--- src/common/dpctl_pkg.sv ---
/*
  Constants and types for the dual-port memory port controller.
  Assumes a 25 MHz aclk and one port of an asynchronous dual-port memory.
*/
// Overview of operation
// RULE1 - Address changes only while strobe or select high
// RULE2 - Write happens during select and strobe overlap
// RULE3 - Select after strobe keeps outputs tristated
// RULE4 - Memory or flag select, never both
// RULE5 - Flag read drives all sixteen lines
// RULE6 - Simultaneous flag claims grant one side
// RULE7 - Earlier stable port wins in primary
// RULE8 - Secondary mode performs no arbitration
// RULE9 - Too-close match stalls exactly one port
// RULE10 - Low stall input blocks write until high
// RULE11 - Loser holds strobe write-hold after stall release
// RULE12 - Stall asserted after match within access delay
// RULE13 - Eight flags, bit zero written, state read
// RULE14 - Free flag reads one; zero write claims
// RULE15 - Pending claim passes on owner release
// RULE16 - Requester gains nothing; release frees flag
// RULE17 - Stall high when no match or deselected; secondary-role model pulls stall_n low on other_hit even if deselected
// RULE18 - Role pin selects primary or secondary
// RULE19 - Never both stall outputs low
// RULE20 - Writes ignored while own stall low
// RULE21 - Arbitration uses selects and addresses only
// RULE22 - Ties resolved by fixed documented tie-break
package dpctl_pkg;
  localparam int unsigned CLK_PERIOD_NS = 40;
  localparam int unsigned ADDR_SETUP_NS = 15;
  localparam int unsigned STROBE_NS = 25;
  localparam int unsigned WRITE_HOLD_NS = 25;
  localparam int unsigned ACCESS_NS = 55;
  localparam int unsigned SETUP_CYC = (ADDR_SETUP_NS + CLK_PERIOD_NS - 1) / CLK_PERIOD_NS;
  localparam int unsigned STROBE_CYC = (STROBE_NS + CLK_PERIOD_NS - 1) / CLK_PERIOD_NS;
  localparam int unsigned HOLD_CYC = (WRITE_HOLD_NS + CLK_PERIOD_NS - 1) / CLK_PERIOD_NS;
  localparam int unsigned ACCESS_CYC = (ACCESS_NS + CLK_PERIOD_NS - 1) / CLK_PERIOD_NS;
  localparam logic [7:0] CTRL_OFS = 8'h00;
  localparam logic [7:0] ADDR_OFS = 8'h04;
  localparam logic [7:0] WDATA_OFS = 8'h08;
  localparam logic [7:0] RDATA_OFS = 8'h0c;
  localparam logic [7:0] STAT_OFS = 8'h10;
  localparam int unsigned CTRL_GO_BIT = 0;
  localparam int unsigned CTRL_WR_BIT = 1;
  localparam int unsigned CTRL_FLAG_BIT = 2;
  localparam int unsigned STAT_BUSY_BIT = 0;
  localparam int unsigned STAT_STALLED_BIT = 1;
  localparam int unsigned STAT_ROLE_BIT = 2;
  localparam logic [1:0] RESP_OKAY = 2'h0;
  localparam logic [1:0] RESP_SLVERR = 2'h2;
  localparam logic [31:0] CTRL_RESET = 32'h0000_0000;
  localparam logic [7:0] CNT_ZERO = 8'h00;
  typedef enum {ST_IDLE, ST_SETUP, ST_STROBE, ST_WAIT, ST_HOLD, ST_DONE} dpctl_state_t;
endpackage : dpctl_pkg

--- src/hdl/dpctl_port_ctrl.sv ---
/*
  Host-side controller for one port of an asynchronous dual-port memory.
  Software orders single memory or lock-flag accesses over AXI4-Lite;
  the memory pins are driven from flip-flops, the byte enables from an AND of the two select flip-flops. Memory pins are assumed
  asynchronous, so stall and read data pass two flip-flops.
*/
// Implementation choices: the AXI4-Lite slave port and the placing of the registers.
`timescale 1ns/1ns
module dpctl_port_ctrl #(
  parameter int AW = 14,
  parameter int DW = 16
) (
  input wire logic aclk,
  input wire logic aresetn,
  input wire logic [7:0] s_axi_awaddr,
  input wire logic s_axi_awvalid,
  output logic s_axi_awready,
  input wire logic [31:0] s_axi_wdata,
  input wire logic [3:0] s_axi_wstrb,
  input wire logic s_axi_wvalid,
  output logic s_axi_wready,
  output logic [1:0] s_axi_bresp,
  output logic s_axi_bvalid,
  input wire logic s_axi_bready,
  input wire logic [7:0] s_axi_araddr,
  input wire logic s_axi_arvalid,
  output logic s_axi_arready,
  output logic [31:0] s_axi_rdata,
  output logic [1:0] s_axi_rresp,
  output logic s_axi_rvalid,
  input wire logic s_axi_rready,
  output logic [AW-1:0] mem_addr,
  output logic chip_select_n,
  output logic flag_select_n,
  output logic write_strobe_n,
  output logic output_enable_n,
  output logic upper_byte_enable_n,
  output logic lower_byte_enable_n,
  input wire logic [DW-1:0] data_in,
  output logic [DW-1:0] data_out,
  output logic data_oe,
  input wire logic stall_n,
  input wire logic primary_role
);
  dpctl_pkg::dpctl_state_t st_q, st_d;
  logic [7:0] cnt_q, cnt_d;
  logic [31:0] ctrl_q, ctrl_d;
  logic [AW-1:0] addr_q, addr_d;
  logic [DW-1:0] wdata_q, wdata_d, rdata_q, rdata_d;
  logic cs_q, cs_d, fs_q, fs_d, we_q, we_d, oe_q, oe_d, doe_q, doe_d;
  logic stalled_q, stalled_d;
  logic [1:0] stall_sync_q;
  logic [DW-1:0] din_s1_q, din_s2_q;
  logic aw_seen_q, aw_seen_d, w_seen_q, w_seen_d, bv_q, bv_d, rv_q, rv_d;
  logic [7:0] awa_q, awa_d;
  logic [31:0] wd_q, wd_d, rd_q, rd_d;
  logic [1:0] br_q, br_d, rr_q, rr_d;
  logic stall_s, go, is_wr;

  // Two-stage sync; only the second stage is read
  always_ff @(posedge aclk) begin
    if (!aresetn) begin
      stall_sync_q <= 2'h3;
      din_s1_q <= '0;
      din_s2_q <= '0;
    end else begin
      stall_sync_q <= {stall_sync_q[0], stall_n};
      din_s1_q <= data_in;
      din_s2_q <= din_s1_q;
    end
  end
  assign stall_s = ~stall_sync_q[1];

  // Register bus
  assign s_axi_awready = !aw_seen_q && !bv_q;
  assign s_axi_wready = !w_seen_q && !bv_q;
  assign s_axi_arready = !rv_q;
  assign s_axi_bvalid = bv_q;
  assign s_axi_bresp = br_q;
  assign s_axi_rvalid = rv_q;
  assign s_axi_rdata = rd_q;
  assign s_axi_rresp = rr_q;

  always_comb begin
    logic aw_now, w_now;
    aw_now = aw_seen_q || (s_axi_awvalid && s_axi_awready);
    w_now = w_seen_q || (s_axi_wvalid && s_axi_wready);
    aw_seen_d = aw_seen_q;
    w_seen_d = w_seen_q;
    awa_d = (s_axi_awvalid && s_axi_awready) ? s_axi_awaddr : awa_q;
    wd_d = (s_axi_wvalid && s_axi_wready) ? s_axi_wdata : wd_q;
    bv_d = bv_q;
    br_d = br_q;
    rv_d = rv_q;
    rr_d = rr_q;
    rd_d = rd_q;
    ctrl_d = ctrl_q;
    addr_d = addr_q;
    wdata_d = wdata_q;
    go = 1'b0;
    if (s_axi_awvalid && s_axi_awready) aw_seen_d = 1'b1;
    if (s_axi_wvalid && s_axi_wready) w_seen_d = 1'b1;
    if (aw_now && w_now && !bv_q) begin
      logic [7:0] a;
      logic [31:0] d;
      a = aw_seen_q ? awa_q : s_axi_awaddr;
      d = w_seen_q ? wd_q : s_axi_wdata;
      aw_seen_d = 1'b0;
      w_seen_d = 1'b0;
      bv_d = 1'b1;
      br_d = dpctl_pkg::RESP_OKAY;
      case (a)
        dpctl_pkg::CTRL_OFS: begin
          ctrl_d = d;
          // New orders are dropped while a port cycle runs
          go = d[dpctl_pkg::CTRL_GO_BIT] && (st_q == dpctl_pkg::ST_IDLE);
        end
        dpctl_pkg::ADDR_OFS: addr_d = d[AW-1:0];
        dpctl_pkg::WDATA_OFS: wdata_d = d[DW-1:0];
        dpctl_pkg::RDATA_OFS, dpctl_pkg::STAT_OFS: br_d = dpctl_pkg::RESP_OKAY;
        default: br_d = dpctl_pkg::RESP_SLVERR;
      endcase
    end
    if (bv_q && s_axi_bready) bv_d = 1'b0;
    if (rv_q && s_axi_rready) rv_d = 1'b0;
    if (s_axi_arvalid && s_axi_arready) begin
      rv_d = 1'b1;
      rr_d = dpctl_pkg::RESP_OKAY;
      case (s_axi_araddr)
        dpctl_pkg::CTRL_OFS: rd_d = ctrl_q;
        dpctl_pkg::ADDR_OFS: rd_d = {{(32-AW){1'b0}}, addr_q};
        dpctl_pkg::WDATA_OFS: rd_d = {{(32-DW){1'b0}}, wdata_q};
        dpctl_pkg::RDATA_OFS: rd_d = {{(32-DW){1'b0}}, rdata_q};
        dpctl_pkg::STAT_OFS: rd_d = {29'h0, primary_role, stalled_q, st_q != dpctl_pkg::ST_IDLE};
        default: begin
          rd_d = 32'h0000_0000;
          rr_d = dpctl_pkg::RESP_SLVERR;
        end
      endcase
    end
  end

  always_ff @(posedge aclk) begin
    if (!aresetn) begin
      aw_seen_q <= 1'b0;
      w_seen_q <= 1'b0;
      awa_q <= 8'h00;
      wd_q <= 32'h0000_0000;
      bv_q <= 1'b0;
      br_q <= 2'h0;
      rv_q <= 1'b0;
      rr_q <= 2'h0;
      rd_q <= 32'h0000_0000;
      ctrl_q <= dpctl_pkg::CTRL_RESET;
      addr_q <= '0;
      wdata_q <= '0;
    end else begin
      aw_seen_q <= aw_seen_d;
      w_seen_q <= w_seen_d;
      awa_q <= awa_d;
      wd_q <= wd_d;
      bv_q <= bv_d;
      br_q <= br_d;
      rv_q <= rv_d;
      rr_q <= rr_d;
      rd_q <= rd_d;
      ctrl_q <= ctrl_d;
      addr_q <= addr_d;
      wdata_q <= wdata_d;
    end
  end

  // Port cycle sequencer
  assign is_wr = ctrl_q[dpctl_pkg::CTRL_WR_BIT];
  always_comb begin
    st_d = st_q;
    cnt_d = cnt_q;
    cs_d = cs_q;
    fs_d = fs_q;
    we_d = we_q;
    oe_d = oe_q;
    doe_d = doe_q;
    stalled_d = stalled_q;
    rdata_d = rdata_q;
    case (st_q)
      dpctl_pkg::ST_IDLE: begin
        cs_d = 1'b1;
        fs_d = 1'b1;
        we_d = 1'b1;
        oe_d = 1'b1;
        doe_d = 1'b0;
        if (go) begin
          // Exactly one of the two selects goes low
          fs_d = !ctrl_d[dpctl_pkg::CTRL_FLAG_BIT]; // RULE4
          cs_d = ctrl_d[dpctl_pkg::CTRL_FLAG_BIT]; // RULE4
          stalled_d = 1'b0;
          cnt_d = 8'(dpctl_pkg::SETUP_CYC);
          st_d = dpctl_pkg::ST_SETUP;
        end
      end
      dpctl_pkg::ST_SETUP: begin
        // Stall must settle before the strobe falls
        if (cnt_q != dpctl_pkg::CNT_ZERO) begin
          cnt_d = cnt_q - 8'h01;
        end else begin
          we_d = !is_wr; // RULE2
          oe_d = is_wr;
          doe_d = is_wr;
          cnt_d = 8'(dpctl_pkg::STROBE_CYC);
          st_d = dpctl_pkg::ST_STROBE;
        end
      end
      dpctl_pkg::ST_STROBE: begin
        if (stall_s && is_wr) begin
          stalled_d = 1'b1;
          st_d = dpctl_pkg::ST_WAIT; // RULE10
        end else if (cnt_q != dpctl_pkg::CNT_ZERO) begin
          cnt_d = cnt_q - 8'h01;
        end else begin
          rdata_d = din_s2_q;
          cnt_d = 8'(dpctl_pkg::ACCESS_CYC);
          st_d = dpctl_pkg::ST_DONE;
        end
      end
      dpctl_pkg::ST_WAIT: begin
        // Strobe kept low; write completes after stall release
        if (!stall_s) begin
          cnt_d = 8'(dpctl_pkg::HOLD_CYC);
          st_d = dpctl_pkg::ST_HOLD; // RULE11
        end
      end
      dpctl_pkg::ST_HOLD: begin
        if (stall_s) begin
          st_d = dpctl_pkg::ST_WAIT;
        end else if (cnt_q != dpctl_pkg::CNT_ZERO) begin
          cnt_d = cnt_q - 8'h01; // RULE11
        end else begin
          cnt_d = dpctl_pkg::CNT_ZERO;
          st_d = dpctl_pkg::ST_DONE;
        end
      end
      dpctl_pkg::ST_DONE: begin
        // Strobe and selects rise in the same cycle; address held until then
        we_d = 1'b1; // RULE1
        oe_d = 1'b1;
        if (!is_wr && cnt_q == 8'(dpctl_pkg::ACCESS_CYC)) rdata_d = din_s2_q;
        cs_d = 1'b1;
        fs_d = 1'b1;
        doe_d = 1'b0;
        st_d = dpctl_pkg::ST_IDLE;
      end
      default: st_d = dpctl_pkg::ST_IDLE;
    endcase
  end

  always_ff @(posedge aclk) begin
    if (!aresetn) begin
      st_q <= dpctl_pkg::ST_IDLE;
      cnt_q <= dpctl_pkg::CNT_ZERO;
      cs_q <= 1'b1;
      fs_q <= 1'b1;
      we_q <= 1'b1;
      oe_q <= 1'b1;
      doe_q <= 1'b0;
      stalled_q <= 1'b0;
      rdata_q <= '0;
    end else begin
      st_q <= st_d;
      cnt_q <= cnt_d;
      cs_q <= cs_d;
      fs_q <= fs_d;
      we_q <= we_d;
      oe_q <= oe_d;
      doe_q <= doe_d;
      stalled_q <= stalled_d;
      rdata_q <= rdata_d;
    end
  end

  assign chip_select_n = cs_q;
  assign flag_select_n = fs_q;
  assign write_strobe_n = we_q;
  assign output_enable_n = oe_q;
  assign upper_byte_enable_n = cs_q & fs_q;
  assign lower_byte_enable_n = cs_q & fs_q;
  assign mem_addr = addr_q;
  // Flag writes use bit zero only
  assign data_out = wdata_q;
  assign data_oe = doe_q;

  property p_one_select;
    @(posedge aclk) disable iff (!aresetn)
      !(chip_select_n == 1'b0 && flag_select_n == 1'b0);
  endproperty
  a_one_select: assert property (p_one_select) else $error("both selects low"); // RULE4
  // A read keeps the write window shut and the data lines released
  property p_read_no_drive;
    @(posedge aclk) disable iff (!aresetn)
      !output_enable_n |-> (write_strobe_n && !data_oe);
  endproperty
  a_read_no_drive: assert property (p_read_no_drive) else $error("drive during read"); // RULE2
  property p_addr_stable;
    @(posedge aclk) disable iff (!aresetn)
      (!write_strobe_n && (!chip_select_n || !flag_select_n)) |=> $stable(mem_addr);
  endproperty
  a_addr_stable: assert property (p_addr_stable) else $error("address moved in write"); // RULE1
  property p_stall_blocks;
    @(posedge aclk) disable iff (!aresetn)
      (st_q == dpctl_pkg::ST_WAIT) |-> !write_strobe_n;
  endproperty
  a_stall_blocks: assert property (p_stall_blocks) else $error("strobe released in stall"); // RULE10
  property p_hold_len;
    @(posedge aclk) disable iff (!aresetn)
      (st_q == dpctl_pkg::ST_WAIT && !stall_s) |=> !write_strobe_n [*2];
  endproperty
  a_hold_len: assert property (p_hold_len) else $error("write hold too short"); // RULE11
  property p_strobe_in_select;
    @(posedge aclk) disable iff (!aresetn)
      !write_strobe_n |-> (!chip_select_n || !flag_select_n);
  endproperty
  a_strobe_in_select: assert property (p_strobe_in_select) else $error("strobe without select"); // RULE2
  c_mem_write: cover property (@(posedge aclk) disable iff (!aresetn)
    !chip_select_n && !write_strobe_n);
  c_flag_write: cover property (@(posedge aclk) disable iff (!aresetn)
    !flag_select_n && !write_strobe_n);
  c_stalled: cover property (@(posedge aclk) disable iff (!aresetn)
    st_q == dpctl_pkg::ST_WAIT ##1 st_q == dpctl_pkg::ST_HOLD);
endmodule : dpctl_port_ctrl

--- config.mk ---
export PLATFORM = sky130hd
export DESIGN_NAME = dpctl_port_ctrl
export DESIGN_NICKNAME = d
export VERILOG_FILES = /design/src/common/dpctl_pkg.sv /design/src/hdl/dpctl_port_ctrl.sv
export SDC_FILE = /design/constraint.sdc
export NUM_CORES = 1
export LEC_CHECK = 0
export BUFFER_PORTS_ARGS = -buffer_cell sky130_fd_sc_hd__buf_4
export CAP_MARGIN = 20
export CORE_MARGIN = 2
export CORE_UTILIZATION = 31
export DETAILED_ROUTE_END_ITERATION = 16
export PLACE_DENSITY_LB_ADDON = 0.05
export SLEW_MARGIN = 30
export SYNTH_ARGS = -nofsm -noshare
export SYNTH_HDL_FRONTEND = slang
export SYNTH_SLANG_ARGS = --single-unit
--- constraint.sdc ---
create_clock -name aclk -period 4.2 [get_ports aclk]
set_input_delay 0.42 -clock aclk [delete_from_list [all_inputs] [get_ports aclk]]
set_output_delay 0.42 -clock aclk [all_outputs]
set_load 0.1 [all_outputs]
==> impl_summary.txt <==
----------------------------------------------------
[Floorplan]
  Floorplan die height ... 173 um
  Placeable core region ... 27,900 um2
  Total die area ... approximately 30,000 um2
  Number of I/O pins ... 155
  Overall die width ... 173 um
  Number of placement rows ... 61
  Starting density of the core ... between 30% and 40%

[Critical path]
  Worst flop-to-flop path startpoint ... aw_seen_q
  R2R Path End ... ctrl_q[1]
  FF-to-FF setup slack ... 1.14 ns
  Dominant delay contributor by cell family on the critical path ... simple AND/OR/NAND/NOR gates
  Highest fanout seen on the critical path ... 33
  Critical-path top delay cell ... nor2_4
  Launching element type of the critical path ... register
  Data arrival time of the critical path ... 3.49 ns
  Worst EP required ... roughly 4.6 ns
  Bufs and invs on worst path ... 1
  Cell count of the worst reg-to-reg path ... 7
  Largest incremental delay on the critical path ... 0.67 ns
  Category of the critical setup timing path ... reg2reg
  Critical-path cell list ... mux2_2 -> nor3_1 -> or3b_1 -> nor2_4 -> buf_12 -> nor2_1 -> a211oi_1
  Endpoint class of the critical path ... register

[Clocking]
  Clock latency at the later pin of the worst-skew pair ... 0.52 ns
  Worst-path clk slew ... ~0.06 ns
  Maximum clock insertion buffer count ... 3
  CTS H-tree depth ... 1
  Inserted Clock Buffers ... 27
  Root cell of the clock tree ... clkbuf_16
  Sink Count ... ~240
  Cells resized by post-CTS repair ... 0
  Clock tree from TritonCTS ... yes
  Setup Fix Bufs, Post-CTS ... 0
  Number of hold buffers added after CTS ... 0

[STA]
  Worst slew margin relative to its limit ... between 30 and 40%
  Worst Max-Slew Pin Slew ... approximately 0.95 ns
  Highest clock frequency the design can meet ... 0.327 GHz
  Final setup violating endpoints ... 0
  Tmin final ... 3.06 ns
  Worst hold slack ... about 0.082 ns
  Period Utilization, post-route ... 72.8%
  Final hold viol count ... 0
  Number of pins exceeding their max-slew limit in the final report ... 0
  Final TNS setup ... 0 ns
  Worst clock skew ... 0.00915 ns
  Unrepaired setup endpoints after global routing ... no

[Layout]
  Number of diodes added for antenna fixing ... 0
  Final nets ... approximately 1,200
  Growth of design area from synthesis to finish ... 26.5%
  Ratio of cells with drive above 1 in the final layout ... between 20% and 30%
  Final core occ ... between 40% and 50%

[Logic synthesis]
  Xor/xnor share of the synthesized area ... 0.0991%
  Fraction of the mapped netlist area in compound gates ... approximately 15%
  Cell area after synthesis ... between 8000 and 9000 um2
  Combinational family with the most area after synthesis ... simple AND/OR/NAND/NOR gates
  Post-Synthesis Cells ... 925
  Commonest register cell after synthesis ... dfxtp_1
  Portion of netlist area occupied by mux cells ... about a tenth
  Count of state elements after synthesis ... 236
  Sequential area share after synthesis ... 53.4%
  Adder and majority cell fraction of the synthesized area ... 0.425%
  Synth Warn # ... 0
  Mean Syn Cell Area ... 9.56 um2
  Simple-gate share of the synthesized area ... 17.8%
  Post-synth EDFFs ... 0
  Number of library cell types mapped by synthesis ... 61
  Share of synthesized flip-flops with an asynchronous set or reset ... 0%

[Route]
  Aggregate routed wire length ... 23.7 mm
  Vias per std cell ... about 4.6
  Total iterations of the first detailed-routing run ... 4
  Avg WL per Cell ... 16.1 um
  Via count of the routed design ... about 6,800
  Drt initial violations ... ~400
  # DRC ... 0
  Number of antenna-violating nets in the routed design ... 0

[Power and ir drop]
  Net switching component of the power ... 1230 uW
  Clock network power share ... between 40 and 50%
  Worst IR Drop VDD ... 0.247 mV
  Fraction of power spent switching nets ... 24.6%
  Cell leakage power ... 0.00439 uW
  Part of the power in registers ... 46.8%
  Internal Pwr Total ... between 3000 and 4000 uW
  Combinational share of power ... 8.9%
  Power per cell area ... roughly 450 nW/um2

[Flow run]
  MaxCap Viol Count ... 0

[GRT]
  Global routing usage summed across all routing layers ... 15.5%
  Global route total overflow ... 0
  Initial antenna violation count ... 0
  Global-route wire length before repair ... 37.2 mm
  Pin count of the biggest net entering global routing ... 85
  Number of global-route vias before repair ... 6,382

[Worst hold path]
  End point of the worst hold path ... stall_sync_q[0]
  Min-delay src ... stall_n
  Worst min path class ... in2reg
  Hold depth ... 2

[Placed design]
  DP HPWL ... 15.7 mm
  Routability congestion estimate ... ~0.75
  Port bufs ... 148

[Status]
  Status ... finished clean

----------------------------------------------------
-- cell families after synthesis --
| kind of cell | count (synthesis) |
|---|---|
| AO/OA/AOI/OAI | 192 |
| XOR/XNOR | 1 |
| adder cells (fa/ha/maj) | 3 |
| buffers and inverters | 81 |
| flip-flops | 236 |
| multiplexers | 68 |
| other | 1 |
| AND/OR/NAND/NOR | 343 |
-- state kept, by name, indices dropped and copies added, names as in the netlist, 2 cells and up --
signal        cells
data_out         16
mem_addr         14
din_s1_q         16
s_axi_rdata      32
stall_sync_q      2
awa_q             8
ctrl_q           32
st_q             32
rdata_q          16
cnt_q             8
din_s2_q         16
wd_q             32
-- per-stage QoR --
| stage | total power (uW) | setup WS [ns] | area [um2] | instances |
|---|---|---|---|---|
| 6_report | 5010 | 1.14 | 11200 | 1469 |
| 5_1_grt | 5230 | 0.805 | 11200 | 1469 |
| 4_1_cts | 5100 | 1.10 | 11200 | 1469 |
| 3_5_place_dp | 2850 | 1.12 | 10300 | 1420 |
| 3_3_place_gp | 2840 | 1.16 | 10300 | 1420 |
| 2_1_floorplan | 2690 | 1.06 | 8950 | 955 |
-- per-layer routing --
layer / vias to the layer above / part of all wire (%) / track usage, %
met3: 28 / 5.7 / 3.61
met4: 0 / 2.0 / 3.78
met2: 147 / 42 / 23.0
met5: - / 0 / 0
met1: 3131 / 50 / 22.6
li1: 3496 / - / -
-- worst max-delay path by stage --
stage / slack (ns) / to / from / depth (start not counted)
after floorplan: 1.06 / wd_q[27] / s_axi_bvalid / 6
after global placement: 1.16 / ctrl_q[1] / aw_seen_q / 7
after detailed placement: 1.12 / ctrl_q[10] / aw_seen_q / 7
after CTS: 1.10 / ctrl_q[12] / aw_seen_q / 7
after global routing: 0.80 / ctrl_q[7] / aw_seen_q / 7
final: 1.14 / ctrl_q[1] / aw_seen_q / 7
-- power groups by stage --
stage,logic [uW],clock network (uW),registers [uW]
after floorplan,254,0,2440
after global placement,451,0,2390
after detailed placement,451,0,2390
after CTS,452,2300,2340
after global routing,484,2390,2350
final,444,2220,2340
-- cells in the mapped netlist, types with 5 or more instances --
cell,instances,area [um2]
o21ai_0,10,50.1
a22oi_1,16,120
nand2_1,106,398
a21oi_1,61,305
a211oi_1,66,495
dfxtp_1,236,4720
clkbuf_1,49,184
nor2_1,130,488
o211ai_1,6,45.0
buf_1,8,30.0
nand3_1,15,75.1
nor3b_1,5,37.5
buf_2,9,45.0
nor4_1,11,68.8
mux2i_1,49,490
nand2b_1,5,31.3
nor3_1,12,60.1
and2_1,37,231
inv_1,11,41.3
mux4_2,14,315
-- cells in the final DEF, fill, tap and decap left out, drive strengths merged, types with 3 or more instances in the layout --
| cell type | synthesis | final |
|---|---|---|
| a21oi | 61 | 61 |
| dfxtp | 236 | 236 |
| nor2 | 132 | 132 |
| mux4 | 14 | 14 |
| inv | 11 | 11 |
| clkbuf | 49 | 44 |
| buf | 21 | 157 |
| o41ai | 3 | 3 |
| nand4 | 3 | 3 |
| nor3 | 13 | 13 |
| nor2b | 4 | 4 |
| a211oi | 66 | 66 |
| a221oi | 3 | 3 |
| o211ai | 6 | 6 |
| or3 | 3 | 3 |
| nor4 | 12 | 12 |
| ha | 3 | 3 |
| o21a | 4 | 4 |
| nand2b | 5 | 5 |
| and2 | 37 | 37 |
| mux2 | 5 | 5 |
| nand2 | 106 | 106 |
| conb | 1 | 31 |
| clkinv | 0 | 5 |
| nand3 | 15 | 15 |
| a22oi | 16 | 16 |
| nor3b | 5 | 5 |
| a31oi | 4 | 4 |
| o21ai | 13 | 13 |
| mux2i | 49 | 49 |
-- cell type report --
type                    count  area [um2]
clock inverters             5        25.0
flip-flops and latches    236        4730
clock buffers              44         820
inverters                  11        43.8
well taps                 378         473
fillers                  2881       16700
repair buffers            157        1190
multi-input cells         638        3910
No activity file was read; power rests on OpenSTA's default activity.
